File: src/adccc_regs.vh
// Register offsets, field positions, codes and reset values of the
// converter control block.
// Assumes an 8-bit register port and a 10 MHz system clock.
//
// Functional notes
// - Done flag, control zero bit 7, set on completion, cleared only by writing zero.
// - While done flag is one, no new conversion starts from any source.
// - Writing one to start/busy launches a conversion; writing zero does nothing.
// - Start/busy reads one during conversion, cleared by hardware on completion.
// - Trigger source bits 5:4: PWM0, PWM2, PWM4, external start pin.
// - Channel select bits 3:0: inputs 0 to 7, 1000 band-gap, others reserved.
// - Converter enable zero disconnects every analog input from sample-and-hold.
// - Start pin location bit selects pin P0.4 when zero, P1.3 when one.
// - Start pin location change takes effect right after the write.
// - Trigger condition bits 3:2: falling, rising, period centre, period end.
// - Hardware trigger allow zero: software only; one: external source too.
// - External triggers during busy are discarded silently.
// - Converter enable powers the converter circuit off at zero, on at one.
// - Control zero supports single-bit set and clear besides byte writes.
// - Accepted hardware trigger sets start/busy like a software start.
// - On completion raise request if enabled; store result high 8, low 4.
// - After an external trigger, count a programmable 9-bit delay first.
`ifndef ADCCC_REGS_VH
`define ADCCC_REGS_VH

// ---------------------------------------------------------------
// Register offsets
// ---------------------------------------------------------------
`define ADCCC_OFS_CTRL_ONE   8'hE1
`define ADCCC_OFS_CTRL_TWO   8'hE2
`define ADCCC_OFS_DELAY_LO   8'hE3
`define ADCCC_OFS_CTRL_ZERO  8'hE8
`define ADCCC_OFS_BIT_OP     8'hE9
`define ADCCC_OFS_RES_LOW    8'hC2
`define ADCCC_OFS_RES_HIGH   8'hC3

// ---------------------------------------------------------------
// Field positions
// ---------------------------------------------------------------
`define ADCCC_DONE_BIT       7
`define ADCCC_BUSY_BIT       6
`define ADCCC_SRC_HI         5
`define ADCCC_SRC_LO         4
`define ADCCC_CHAN_HI        3
`define ADCCC_CHAN_LO        0
`define ADCCC_PINLOC_BIT     6
`define ADCCC_COND_HI        3
`define ADCCC_COND_LO        2
`define ADCCC_HWTRIG_BIT     1
`define ADCCC_POWER_BIT      0
`define ADCCC_IRQEN_BIT      1
`define ADCCC_DLY8_BIT       0
`define ADCCC_CTRL_ONE_MASK  8'h4F

// ---------------------------------------------------------------
// Codes and reset values
// ---------------------------------------------------------------
`define ADCCC_SRC_PIN        2'h3
`define ADCCC_COND_FALL      2'h0
`define ADCCC_COND_RISE      2'h1
`define ADCCC_COND_CENTRE    2'h2
`define ADCCC_COND_END       2'h3
`define ADCCC_CHAN_BANDGAP   4'h8
`define ADCCC_RESET_BYTE     8'h00
`define ADCCC_RESET_DELAY    9'h000

`endif

File: src/adccc_delay.v
// Nine-bit trigger delay counter of the converter control block.
// Assumes a synchronous clock enable and synchronous active-low reset.
`timescale 1ns/100ps
`default_nettype none
`include "adccc_regs.vh"

module adccc_delay (
	input  wire       clk,
	input  wire       rst_n,
	input  wire       ce,
	input  wire       load,
	input  wire [8:0] delay,
	output reg        fire,
	output wire       pending
);

	reg        run;
	reg  [8:0] count;

	assign pending = run;

	// Load on trigger, count down, fire once at zero
	always @(posedge clk) begin
		if (!rst_n) begin
			run   <= 1'b0;
			count <= `ADCCC_RESET_DELAY;
			fire  <= 1'b0;
		end else if (ce) begin
			fire <= 1'b0;
			if (load && !run) begin
				if (delay == 9'h000) begin
					fire <= 1'b1;
				end else begin
					run   <= 1'b1;
					count <= delay - 9'h001;
				end
			end else if (run) begin
				if (count == 9'h000) begin
					run  <= 1'b0;
					fire <= 1'b1;
				end else begin
					count <= count - 9'h001;
				end
			end
		end
	end

endmodule // adccc_delay

`default_nettype wire

File: src/adccc_top.v
// Conversion control around a 12-bit successive-approximation converter.
// Assumes the register port, PWM signals and pins are synchronous to clk.
`timescale 1ns/100ps
`default_nettype none
`include "adccc_regs.vh"

module adccc_top (
	input  wire        clk,
	input  wire        rst_n,
	input  wire        ce,
	input  wire [7:0]  reg_addr,
	input  wire [7:0]  reg_wdata,
	input  wire        reg_wr,
	input  wire        reg_rd,
	output reg  [7:0]  reg_rdata,
	input  wire [2:0]  pwm_level,
	input  wire        pwm_centre,
	input  wire        pwm_end,
	input  wire        pin_p0_4,
	input  wire        pin_p1_3,
	input  wire        core_done,
	input  wire [11:0] core_result,
	output reg         core_start,
	output wire        converter_power_on,
	output wire [8:0]  analog_input_sel,
	output reg         conversion_irq
);

	// ---------------------------------------------------------------
	// Register state
	// ---------------------------------------------------------------
	reg        conversion_done_flag;
	reg        convert_start_busy;
	reg  [1:0] ext_trigger_source_sel;
	reg  [3:0] input_channel_sel;
	reg        start_pin_location_sel;
	reg  [1:0] ext_trigger_condition_sel;
	reg        hw_trigger_allow;
	reg        power_bit;
	reg        irq_enable;
	reg  [8:0] trigger_delay_count;
	reg  [7:0] result_high_byte;
	reg  [3:0] result_low_byte;
	reg        src_prev;

	wire       wr_ctrl_zero;
	wire       wr_bit_op;
	wire [7:0] next_ctrl_zero;
	wire [7:0] cur_ctrl_zero;
	wire       src_level;
	wire       src_rise;
	wire       src_fall;
	reg        trig_event;
	wire       delay_fire;
	wire       delay_pending;
	wire       hw_start;
	wire       sw_start;

	// Bit operation: wdata[7]=set(1)/clear(0), wdata[2:0]=bit index
	function [7:0] bit_apply;
		input [7:0] cur;
		input [7:0] cmd;
		reg   [7:0] sel;
		begin
			sel = 8'h01 << cmd[2:0];
			bit_apply = cmd[7] ? (cur | sel) : (cur & ~sel);
		end
	endfunction

	assign cur_ctrl_zero  = {conversion_done_flag, convert_start_busy,
	                         ext_trigger_source_sel, input_channel_sel};
	assign wr_ctrl_zero   = reg_wr && (reg_addr == `ADCCC_OFS_CTRL_ZERO);
	assign wr_bit_op      = reg_wr && (reg_addr == `ADCCC_OFS_BIT_OP);
	assign next_ctrl_zero = wr_bit_op ? bit_apply(cur_ctrl_zero, reg_wdata)
	                                  : reg_wdata;

	// ---------------------------------------------------------------
	// Trigger source selection and edge detection
	// ---------------------------------------------------------------
	// Pin routed immediately from the location bit
	assign src_level = (ext_trigger_source_sel == `ADCCC_SRC_PIN) ?
		(start_pin_location_sel ? pin_p1_3 : pin_p0_4) :
		pwm_level[ext_trigger_source_sel];
	assign src_rise = src_level && !src_prev;
	assign src_fall = !src_level && src_prev;

	// Condition select
	always @* begin
		case (ext_trigger_condition_sel)
			`ADCCC_COND_FALL:   trig_event = src_fall;
			`ADCCC_COND_RISE:   trig_event = src_rise;
			`ADCCC_COND_CENTRE: trig_event = pwm_centre;
			default:            trig_event = pwm_end;
		endcase
	end

	// Previous sample of selected source
	always @(posedge clk) begin
		if (!rst_n) begin
			src_prev <= 1'b0;
		end else if (ce) begin
			src_prev <= src_level;
		end
	end

	// Trigger delay counter
	adccc_delay u_delay (
		.clk     (clk),
		.rst_n   (rst_n),
		.ce      (ce),
		.load    (hw_trigger_allow && trig_event && !convert_start_busy
		          && !conversion_done_flag && !delay_pending),
		.delay   (trigger_delay_count),
		.fire    (delay_fire),
		.pending (delay_pending)
	);

	assign hw_start = delay_fire && hw_trigger_allow && !convert_start_busy
	                  && !conversion_done_flag;
	assign sw_start = (wr_ctrl_zero || wr_bit_op) && next_ctrl_zero[`ADCCC_BUSY_BIT]
	                  && !convert_start_busy && !conversion_done_flag;

	// ---------------------------------------------------------------
	// Control zero: done flag, busy, source, channel
	// ---------------------------------------------------------------
	always @(posedge clk) begin
		if (!rst_n) begin
			conversion_done_flag   <= 1'b0;
			convert_start_busy     <= 1'b0;
			ext_trigger_source_sel <= 2'h0;
			input_channel_sel      <= 4'h0;
			core_start             <= 1'b0;
		end else if (ce) begin
			core_start <= 1'b0;
			if (wr_ctrl_zero || wr_bit_op) begin
				ext_trigger_source_sel <= next_ctrl_zero[`ADCCC_SRC_HI:`ADCCC_SRC_LO];
				input_channel_sel      <= next_ctrl_zero[`ADCCC_CHAN_HI:`ADCCC_CHAN_LO];
				if (!next_ctrl_zero[`ADCCC_DONE_BIT]) begin
					conversion_done_flag <= 1'b0;
				end
			end
			// Completion set wins over a clearing write
			if (core_done && convert_start_busy) begin
				conversion_done_flag <= 1'b1;
				convert_start_busy   <= 1'b0;
			end else if (sw_start || hw_start) begin
				convert_start_busy <= 1'b1;
				core_start         <= 1'b1;
			end
		end
	end

	// ---------------------------------------------------------------
	// Control one, control two, delay, result capture
	// ---------------------------------------------------------------
	always @(posedge clk) begin
		if (!rst_n) begin
			start_pin_location_sel    <= 1'b0;
			ext_trigger_condition_sel <= 2'h0;
			hw_trigger_allow          <= 1'b0;
			power_bit                 <= 1'b0;
			irq_enable                <= 1'b0;
			trigger_delay_count       <= `ADCCC_RESET_DELAY;
			result_high_byte          <= `ADCCC_RESET_BYTE;
			result_low_byte           <= 4'h0;
			conversion_irq            <= 1'b0;
		end else if (ce) begin
			if (reg_wr && reg_addr == `ADCCC_OFS_CTRL_ONE) begin
				start_pin_location_sel    <= reg_wdata[`ADCCC_PINLOC_BIT];
				ext_trigger_condition_sel <= reg_wdata[`ADCCC_COND_HI:`ADCCC_COND_LO];
				hw_trigger_allow          <= reg_wdata[`ADCCC_HWTRIG_BIT];
				power_bit                 <= reg_wdata[`ADCCC_POWER_BIT];
			end
			if (reg_wr && reg_addr == `ADCCC_OFS_CTRL_TWO) begin
				irq_enable             <= reg_wdata[`ADCCC_IRQEN_BIT];
				trigger_delay_count[8] <= reg_wdata[`ADCCC_DLY8_BIT];
			end
			if (reg_wr && reg_addr == `ADCCC_OFS_DELAY_LO) begin
				trigger_delay_count[7:0] <= reg_wdata;
			end
			if (core_done && convert_start_busy) begin
				result_high_byte <= core_result[11:4];
				result_low_byte  <= core_result[3:0];
			end
			// Level request follows the done flag when enabled
			conversion_irq <= irq_enable &&
				(conversion_done_flag || (core_done && convert_start_busy)) &&
				!((wr_ctrl_zero || wr_bit_op) && !next_ctrl_zero[`ADCCC_DONE_BIT] &&
				  !(core_done && convert_start_busy));
		end
	end

	// ---------------------------------------------------------------
	// Analog side
	// ---------------------------------------------------------------
	assign converter_power_on = power_bit;
	assign analog_input_sel   = (power_bit && input_channel_sel <= `ADCCC_CHAN_BANDGAP) ?
		(9'h001 << input_channel_sel) : 9'h000;

	// ---------------------------------------------------------------
	// Read port: data one cycle after the strobe
	// ---------------------------------------------------------------
	always @(posedge clk) begin
		if (!rst_n) begin
			reg_rdata <= 8'h00;
		end else if (ce) begin
			if (reg_rd) begin
				case (reg_addr)
					`ADCCC_OFS_CTRL_ZERO: reg_rdata <= cur_ctrl_zero;
					`ADCCC_OFS_BIT_OP:    reg_rdata <= cur_ctrl_zero;
					`ADCCC_OFS_CTRL_ONE:  reg_rdata <= {1'b0, start_pin_location_sel, 2'b00,
					                        ext_trigger_condition_sel, hw_trigger_allow,
					                        power_bit};
					`ADCCC_OFS_CTRL_TWO:  reg_rdata <= {6'h00, irq_enable,
					                        trigger_delay_count[8]};
					`ADCCC_OFS_DELAY_LO:  reg_rdata <= trigger_delay_count[7:0];
					`ADCCC_OFS_RES_HIGH:  reg_rdata <= result_high_byte;
					`ADCCC_OFS_RES_LOW:   reg_rdata <= {4'h0, result_low_byte};
					default:              reg_rdata <= 8'h00;
				endcase
			end else begin
				reg_rdata <= 8'h00;
			end
		end
	end

endmodule // adccc_top

`default_nettype wire
File: config.mk
export PLATFORM = sky130hd
export DESIGN_NAME = adccc_top
export DESIGN_NICKNAME = d
export VERILOG_FILES = /design/src/adccc_delay.v /design/src/adccc_top.v
export VERILOG_INCLUDE_DIRS = /design/src /design/src/src
export SDC_FILE = /design/constraint.sdc
export NUM_CORES = 1
export LEC_CHECK = 0
export ABC_AREA = 1
export BUFFER_PORTS_ARGS = -buffer_cell sky130_fd_sc_hd__buf_2
export CAP_MARGIN = 20
export CORE_MARGIN = 5
export CORE_UTILIZATION = 50
export CTS_BUF_LIST = sky130_fd_sc_hd__clkbuf_16
export DETAILED_ROUTE_END_ITERATION = 10
export GPL_TIMING_DRIVEN = 0
export HOLD_SLACK_MARGIN = 0.08
export PLACE_DENSITY = 0.79
export SYNTH_ARGS = -nofsm -noshare
export SYNTH_HDL_FRONTEND = slang
export SYNTH_HIERARCHICAL = 1
export SYNTH_SLANG_ARGS = --single-unit
File: constraint.sdc
create_clock -name clk -period 6.7 [get_ports clk]
set_input_delay 1.675 -clock clk [delete_from_list [all_inputs] [get_ports clk]]
set_output_delay 1.675 -clock clk [all_outputs]
set_load 0.03 [all_outputs]
==> impl_metrics.json, run 1 <==
{
  "htreeDepth": 3,
  "postRouteAntennaNets": 0,
  "track_usage_pct": 24.6,
  "power.switching_w": 0.000192,
  "cp-start-kind": "input port",
  "die-area_um2": 8690,
  "netlist_instances": 544,
  "hold_buffers": 0,
  "status": "finished, final reports clean",
  "grt_pass1_wl_um": 17000,
  "power_w": 0.000833,
  "die_w_um": 93.2,
  "ios": 61,
  "swShare_pct": 23.1,
  "end_kind": "flip-flop",
  "cts_setup_buffers": 0,
  "worst_pin_slew_ns": 0.489,
  "rows": 30,
  "clk_pin_slew_ns": 0.05,
  "grt_max_degree": 12,
  "final_layout_size_suffix_gt1_share_pct": 18.8,
  "powerDensity_nw_per_um2": 201,
  "fin_crit_ns": 3.78,
  "synth-seq-cells": 57,
  "clk_path_buf_depth": 2,
  "clock-sinks": 57,
  "num_vias": 3776,
  "grt-ovfl-total": 0,
  "synth_top_area_share_pct": 33.0,
  "ys_warn_count": 6,
  "synth_flop_cell": "dfxtp_1",
  "hold_path_depth": 2,
  "worst_ep_required_time_ns": 6.92,
  "nNetsFinal": 655,
  "whs_ns": 0.455,
  "cts_tree": "done",
  "fillers": 660,
  "drv_slew": 0,
  "portBuffers": 58,
  "via_per_inst": 5.41,
  "synth_largest_area_cell": "dfxtp_1",
  "postSynth.asyncResetShare_pct": 0,
  "placed_cells": 682,
  "ir_drop_mv": 0.121,
  "synth_edf_count": 0,
  "place_congestion": 0.914,
  "worstHoldStart": "result_high_byte[1]",
  "synthDistinctLibCells": 36,
  "synth.area.top_cells": "dfxtp_1 (33%), nand2_1 (13%), nand3_1 (7.7%)",
  "pwr-share-comb_pct": 6.1,
  "worst-setup-path-type": "input port to flip-flop",
  "regArea_um2": 1140,
  "area_growth_syn_to_layout_pct": 19.6,
  "holdPathEnd": "result_high_byte[1]",
  "cts_resized": 0,
  "worstPathMaxFanout": 9,
  "hold_viol": 0,
  "finClkSkew_ns": 0.00723,
  "internal_power_w": 0.000641,
  "hp-class": "flip-flop to flip-flop",
  "place_hpwl_um": 7620,
  "r2r-end": "u_delay/count[8]",
  "cts_root_buffer": "clkbuf_16",
  "final_cells": 698,
  "fin_crit_sh_pct": 56.4,
  "seqPwrFrac_pct": 40.9,
  "start_util_pct": 51.2,
  "rsz0062_at_grt": "no",
  "dr.first_iter.drc_count": 252,
  "wl_um": 10000,
  "final-setup-viol-count": 0,
  "slew_headroom_pct": 67.4,
  "antenna_found_initial": 0,
  "grt_pass1_vias": 3639,
  "wl_per_cell_um": 14.4,
  "syn_nets": 586,
  "cts_inserted_buffers": 9,
  "cp.arrival_ns": 4.00,
  "antenna_cells": 0,
  "cellLeakagePower_nw": 1.87,
  "maxCapViolations": 0,
  "avgSynthCellArea_um2": 6.36,
  "core_um2": 6760,
  "clk_latency_ns": 0.32,
  "multi_input_area_um2": 1930,
  "synth_commonest_cells": "nand2_1 (119), inv_1 (68), nor2_1 (63)",
  "die_h_um": 93.2,
  "pwr-share-clk_pct": 52.9,
  "drcViolationCount": 0,
  "rr_worst_depth": 20,
  "dr.pass1.iters": 5,
  "setup_tns_ns": 0,
  "max_freq_mhz": 265,
  "r2r_setup_slack_ns": 3.94,
  "syn_area_um2": 3460,
  "synth.most_common_cell": "nand2_1",
  "yosysSeqAreaShare_pct": 33.0
}
-- routing by layer --
metal / GRT usage [%] / wire length, um / share of wire, % / vias up
met5: 0 / 0 / 0 / -
met4: 7.33 / 211 / 2.1 / 0
met3: 5.87 / 837 / 8.3 / 20
met2: 40.5 / 4640 / 46 / 162
met1: 32.1 / 4340 / 43 / 1700
li1: - / - / - / 1894
-- cell type report --
cell class | instances | area share (%)
Inverter | 72 | 6.59
Clock buffer | 9 | 5.44
Buffer | 19 | 2.81
Timing Repair Buffer | 58 | 7.01
Sequential cell | 57 | 27.6
Tap cell | 80 | 2.42
Multi-Input combinational cell | 396 | 46.6
Clock inverter | 7 | 1.51
-- power groups by stage --
stage                     Clock (W)  Sequential [W]  Combinational (W)
final                      0.000441        0.000341          0.0000510
after global routing       0.000460        0.000341          0.0000566
after CTS                  0.000445        0.000341          0.0000502
after detailed placement          0        0.000348          0.0000498
after global placement            0        0.000348          0.0000494
after floorplan                   0        0.000348          0.0000264
-- kinds of logic (layout without fill, tap and decap cells) --
kind of cell	count (synthesis)	after routing	share of synthesized area [%]
buffers and inverters	91	165	11.2
AOI/OAI and AO/OA	115	115	17.4
xor gates and xnor gates	2	2	0.506
and+or+nand+nor	278	278	37.5
DFF	57	57	33.0
adders and majority gates	1	1	0.361
-- per-stage QoR --
stage                     instance area (um2)  setup slack (ns)  util [%]
after floorplan                          3460              3.12         -
after global placement                   3850              2.61      57.0
after detailed placement                 3850              2.60      57.0
after CTS                                4140              2.94      61.3
after global routing                     4140              2.69      61.3
final                                    4140              2.92      61.3
-- critical path, cell delays in order --
cell     delay (ns)
buf_2          0.09
and3_1         0.16
nor2_1         0.14
nand3_1        0.11
nand3_1        0.08
nand2_1        0.06
a21oi_1        0.21
buf_4          0.24
inv_2          0.06
nor2_4         0.13
nand2_1        0.07
nand2_1        0.13
ha_1           0.22
nand3_2        0.11
nor2_4         0.13
nand3_1        0.12
nand2_1        0.09
nand2_1        0.04
nor2_1         0.08
nor2_1         0.04
-- cells in the final DEF (no fill, tap or decap), types with 3 or more instances in the layout --
| cell type | netlist | final |
|---|---|---|
| nor2_1 | 63 | 63 |
| nand3_2 | 4 | 4 |
| nand2_1 | 119 | 119 |
| clkbuf_1 | 8 | 8 |
| nand2_4 | 4 | 4 |
| buf_4 | 4 | 4 |
| dfxtp_1 | 57 | 57 |
| a21oi_1 | 46 | 46 |
| o21ai_0 | 50 | 50 |
| nand3_1 | 53 | 53 |
| a211oi_1 | 5 | 5 |
| inv_2 | 3 | 3 |
| buf_2 | 5 | 63 |
| nand2_2 | 7 | 7 |
| nand3b_1 | 3 | 3 |
| clkbuf_16 | 0 | 9 |
| o21ai_1 | 10 | 10 |
| nor2_4 | 4 | 4 |
| nor2_2 | 4 | 4 |
| inv_1 | 68 | 69 |
| nor3_1 | 8 | 8 |
-- worst max-delay path by stage --
stage	start	end	cells after the start
after floorplan	pwm_level[2]	u_delay/count[8]	19
after global placement	pwm_level[2]	u_delay/count[8]	20
after detailed placement	pwm_level[2]	u_delay/count[8]	20
after CTS	pwm_level[2]	u_delay/count[8]	20
after global routing	pwm_level[2]	u_delay/count[8]	20
final	pwm_level[2]	u_delay/count[8]	20
Note: power is estimated with default switching activity, not from simulation.
==> run 2, diff against run 1 <==
PLACE_DENSITY = 0.81   (was 0.79)
clock period = 3.2 ns   (was 6.7 ns; I/O delays follow)
==> run 2 against run 1 <==
Effect of this change:
- wire length increased by 4.5%
- via count grew 1.4%
- die area unchanged
- hold slack worse by 0.0058 ns
- clock-buffer cell count stayed put
- clock skew decreased by 0.00097 ns
- critical path type unchanged
- critical endpoint unchanged
- highest routed layer unchanged
- cell count is the same
- total power increased by 130%
- non-clock buffer count unchanged
- register-to-register slack lost 3.7 ns
==> impl_metrics.json, run 2 (same netlist as run 1, synthesis figures left out) <==
{
  "cp.arrival_ns": 3.20,
  "maxCapViolations": 0,
  "finClkSkew_ns": 0.00626,
  "nNetsFinal": 655,
  "cts_root_buffer": "clkbuf_16",
  "place_hpwl_um": 7870,
  "final-setup-viol-count": 0,
  "track_usage_pct": 25.0,
  "fin_crit_ns": 2.98,
  "cts_setup_buffers": 0,
  "hold_viol": 0,
  "wl_um": 10500,
  "powerDensity_nw_per_um2": 458,
  "grt_pass1_wl_um": 17000,
  "drcViolationCount": 0,
  "ios": 61,
  "met2_length_um": 5190,
  "clk_latency_ns": 0.33,
  "cts_resized": 0,
  "mostFrequentLayoutCells": "nand2_1 (119), inv_1 (69), nor2_1 (63), buf_2 (63), dfxtp_1 (57)",
  "worst_pin_slew_ns": 0.481,
  "worstHoldStart": "result_low_byte[1]",
  "antenna_cells": 0,
  "end_kind": "flip-flop",
  "fin_crit_sh_pct": 93.1,
  "power_w": 0.00192,
  "wl_met3_um": 871,
  "crit_family": "simple AND/OR/NAND/NOR gates",
  "m1WireLength_um": 4320,
  "cts_tree": "done",
  "final_common_cell": "nand2_1",
  "cp-start-kind": "input port",
  "fillers": 626,
  "area_growth_syn_to_layout_pct": 21.0,
  "die_h_um": 93.2,
  "htreeDepth": 3,
  "start_util_pct": 51.2,
  "grt_pass1_vias": 3582,
  "dr.pass1.iters": 5,
  "path_depth": 20,
  "highest_layer": "met4",
  "r2r_setup_slack_ns": 0.28,
  "rr_worst_depth": 20,
  "setup_tns_ns": 0,
  "core_um2": 6760,
  "regArea_um2": 1140,
  "grt-ovfl-total": 0,
  "crit_slowest_cell": "buf_4",
  "drv_slew": 0,
  "whs_ns": 0.449,
  "rows": 30,
  "crit_top_cell": "nand2_1",
  "via_per_inst": 5.49,
  "cellLeakagePower_nw": 1.90,
  "hp-class": "flip-flop to flip-flop",
  "worstPathMaxFanout": 9,
  "status": "finished, final reports clean",
  "max_freq_mhz": 336,
  "die-area_um2": 8690,
  "die_w_um": 93.2,
  "crit_path_max_incr_delay_ns": 0.24,
  "ir_drop_mv": 0.267,
  "place_congestion": 0.953,
  "wl_per_cell_um": 15.0,
  "worst_ep_required_time_ns": 3.42,
  "postRouteAntennaNets": 0,
  "final_layout_size_suffix_gt1_share_pct": 18.6,
  "hold_path_depth": 2,
  "clk_path_buf_depth": 2,
  "clock-sinks": 57,
  "slew_headroom_pct": 67.8,
  "r2r-end": "u_delay/count[8]",
  "postLayoutCoreUtil_pct": 62.0,
  "clk_pin_slew_ns": 0.05,
  "portBuffers": 58,
  "cp_num_buf_inv": 3,
  "holdPathEnd": "result_low_byte[1]",
  "grt_max_degree": 12,
  "crit_chain": "buf_2 -> and3_1 -> nor2_1 -> nand3_1 -> nand3_1 -> nand2_1 -> a21oi_1 -> buf_4 -> inv_2 -> nor2_4 -> nand2_1 -> nand2_1 -> ha_1 -> nand3_2 -> nor2_4 -> nand3_1 -> nand2_1 -> nand2_1 -> nor2_1 -> nor2_1",
  "num_vias": 3830,
  "rsz0062_at_grt": "no",
  "dr.first_iter.drc_count": 314,
  "multi_input_area_um2": 1930,
  "antenna_found_initial": 0,
  "cts_inserted_buffers": 9,
  "worst-setup-path-type": "input port to flip-flop",
  "hold_buffers": 0
}
==> run 2: cell types whose count changed in the layout (fill, tap and decap cells not counted) <==
cell,before,now
clkinv_1,1,2
clkinv_2,2,0
clkinv_4,0,1
bufinv_16,1,3
clkinvlp_4,2,0
==> run 2: layout make-up <==
type / instances / area share, %
Tap cell: 80 / 2.39
Sequential cell: 57 / 27.3
Buffer: 19 / 2.78
Clock inverter: 7 / 2.63
Timing Repair Buffer: 58 / 6.93
Inverter: 72 / 6.52
Multi-Input combinational cell: 396 / 46.1
Clock buffer: 9 / 5.38
==> run 2: worst max-delay path by stage <==
stage | from | endpoint | slack (ns)
4_1_cts | pwm_level[2] | u_delay/count[8] | 0.27
3_5_place_dp | pwm_level[2] | u_delay/count[8] | -0.06
2_1_floorplan | pwm_level[2] | u_delay/count[8] | 0.49
5_1_grt | pwm_level[2] | u_delay/count[8] | 0.005
6_report | pwm_level[2] | u_delay/count[8] | 0.22
3_3_place_gp | pwm_level[2] | u_delay/count[8] | 0.01
==> run 2: report_power, final <==
group          leakage, nW  internal, W  total [W]  switching [W]
clock                0.166     0.000753    0.00109       0.000341
sequential           0.459     0.000712   0.000714     0.00000186
combinational         1.27    0.0000362   0.000107      0.0000711
==> run 2: tightest hold or removal path, delay by kind of cell (launching register included) <==
family	cells	cell delay, ns
buf+inv	1	0.05
compound gates	1	0.05
flops	1	0.30
==> run 2: metrics by stage <==
step,std cells,setup WS [ns],cell area [um2]
finish,698,0.222,4190
CTS,698,0.266,4190
detailed placement,682,-0.0636,3850
global route,698,0.00478,4190
floorplan,544,0.493,3460
global placement,682,0.0130,3850
==> run 2: per-layer routing <==
metal / vias up / track usage, %
li1: 1903 / -
met1: 1722 / 30.7
met2: 192 / 43.3
met3: 13 / 6.11
met4: 0 / 6.84
met5: - / 0
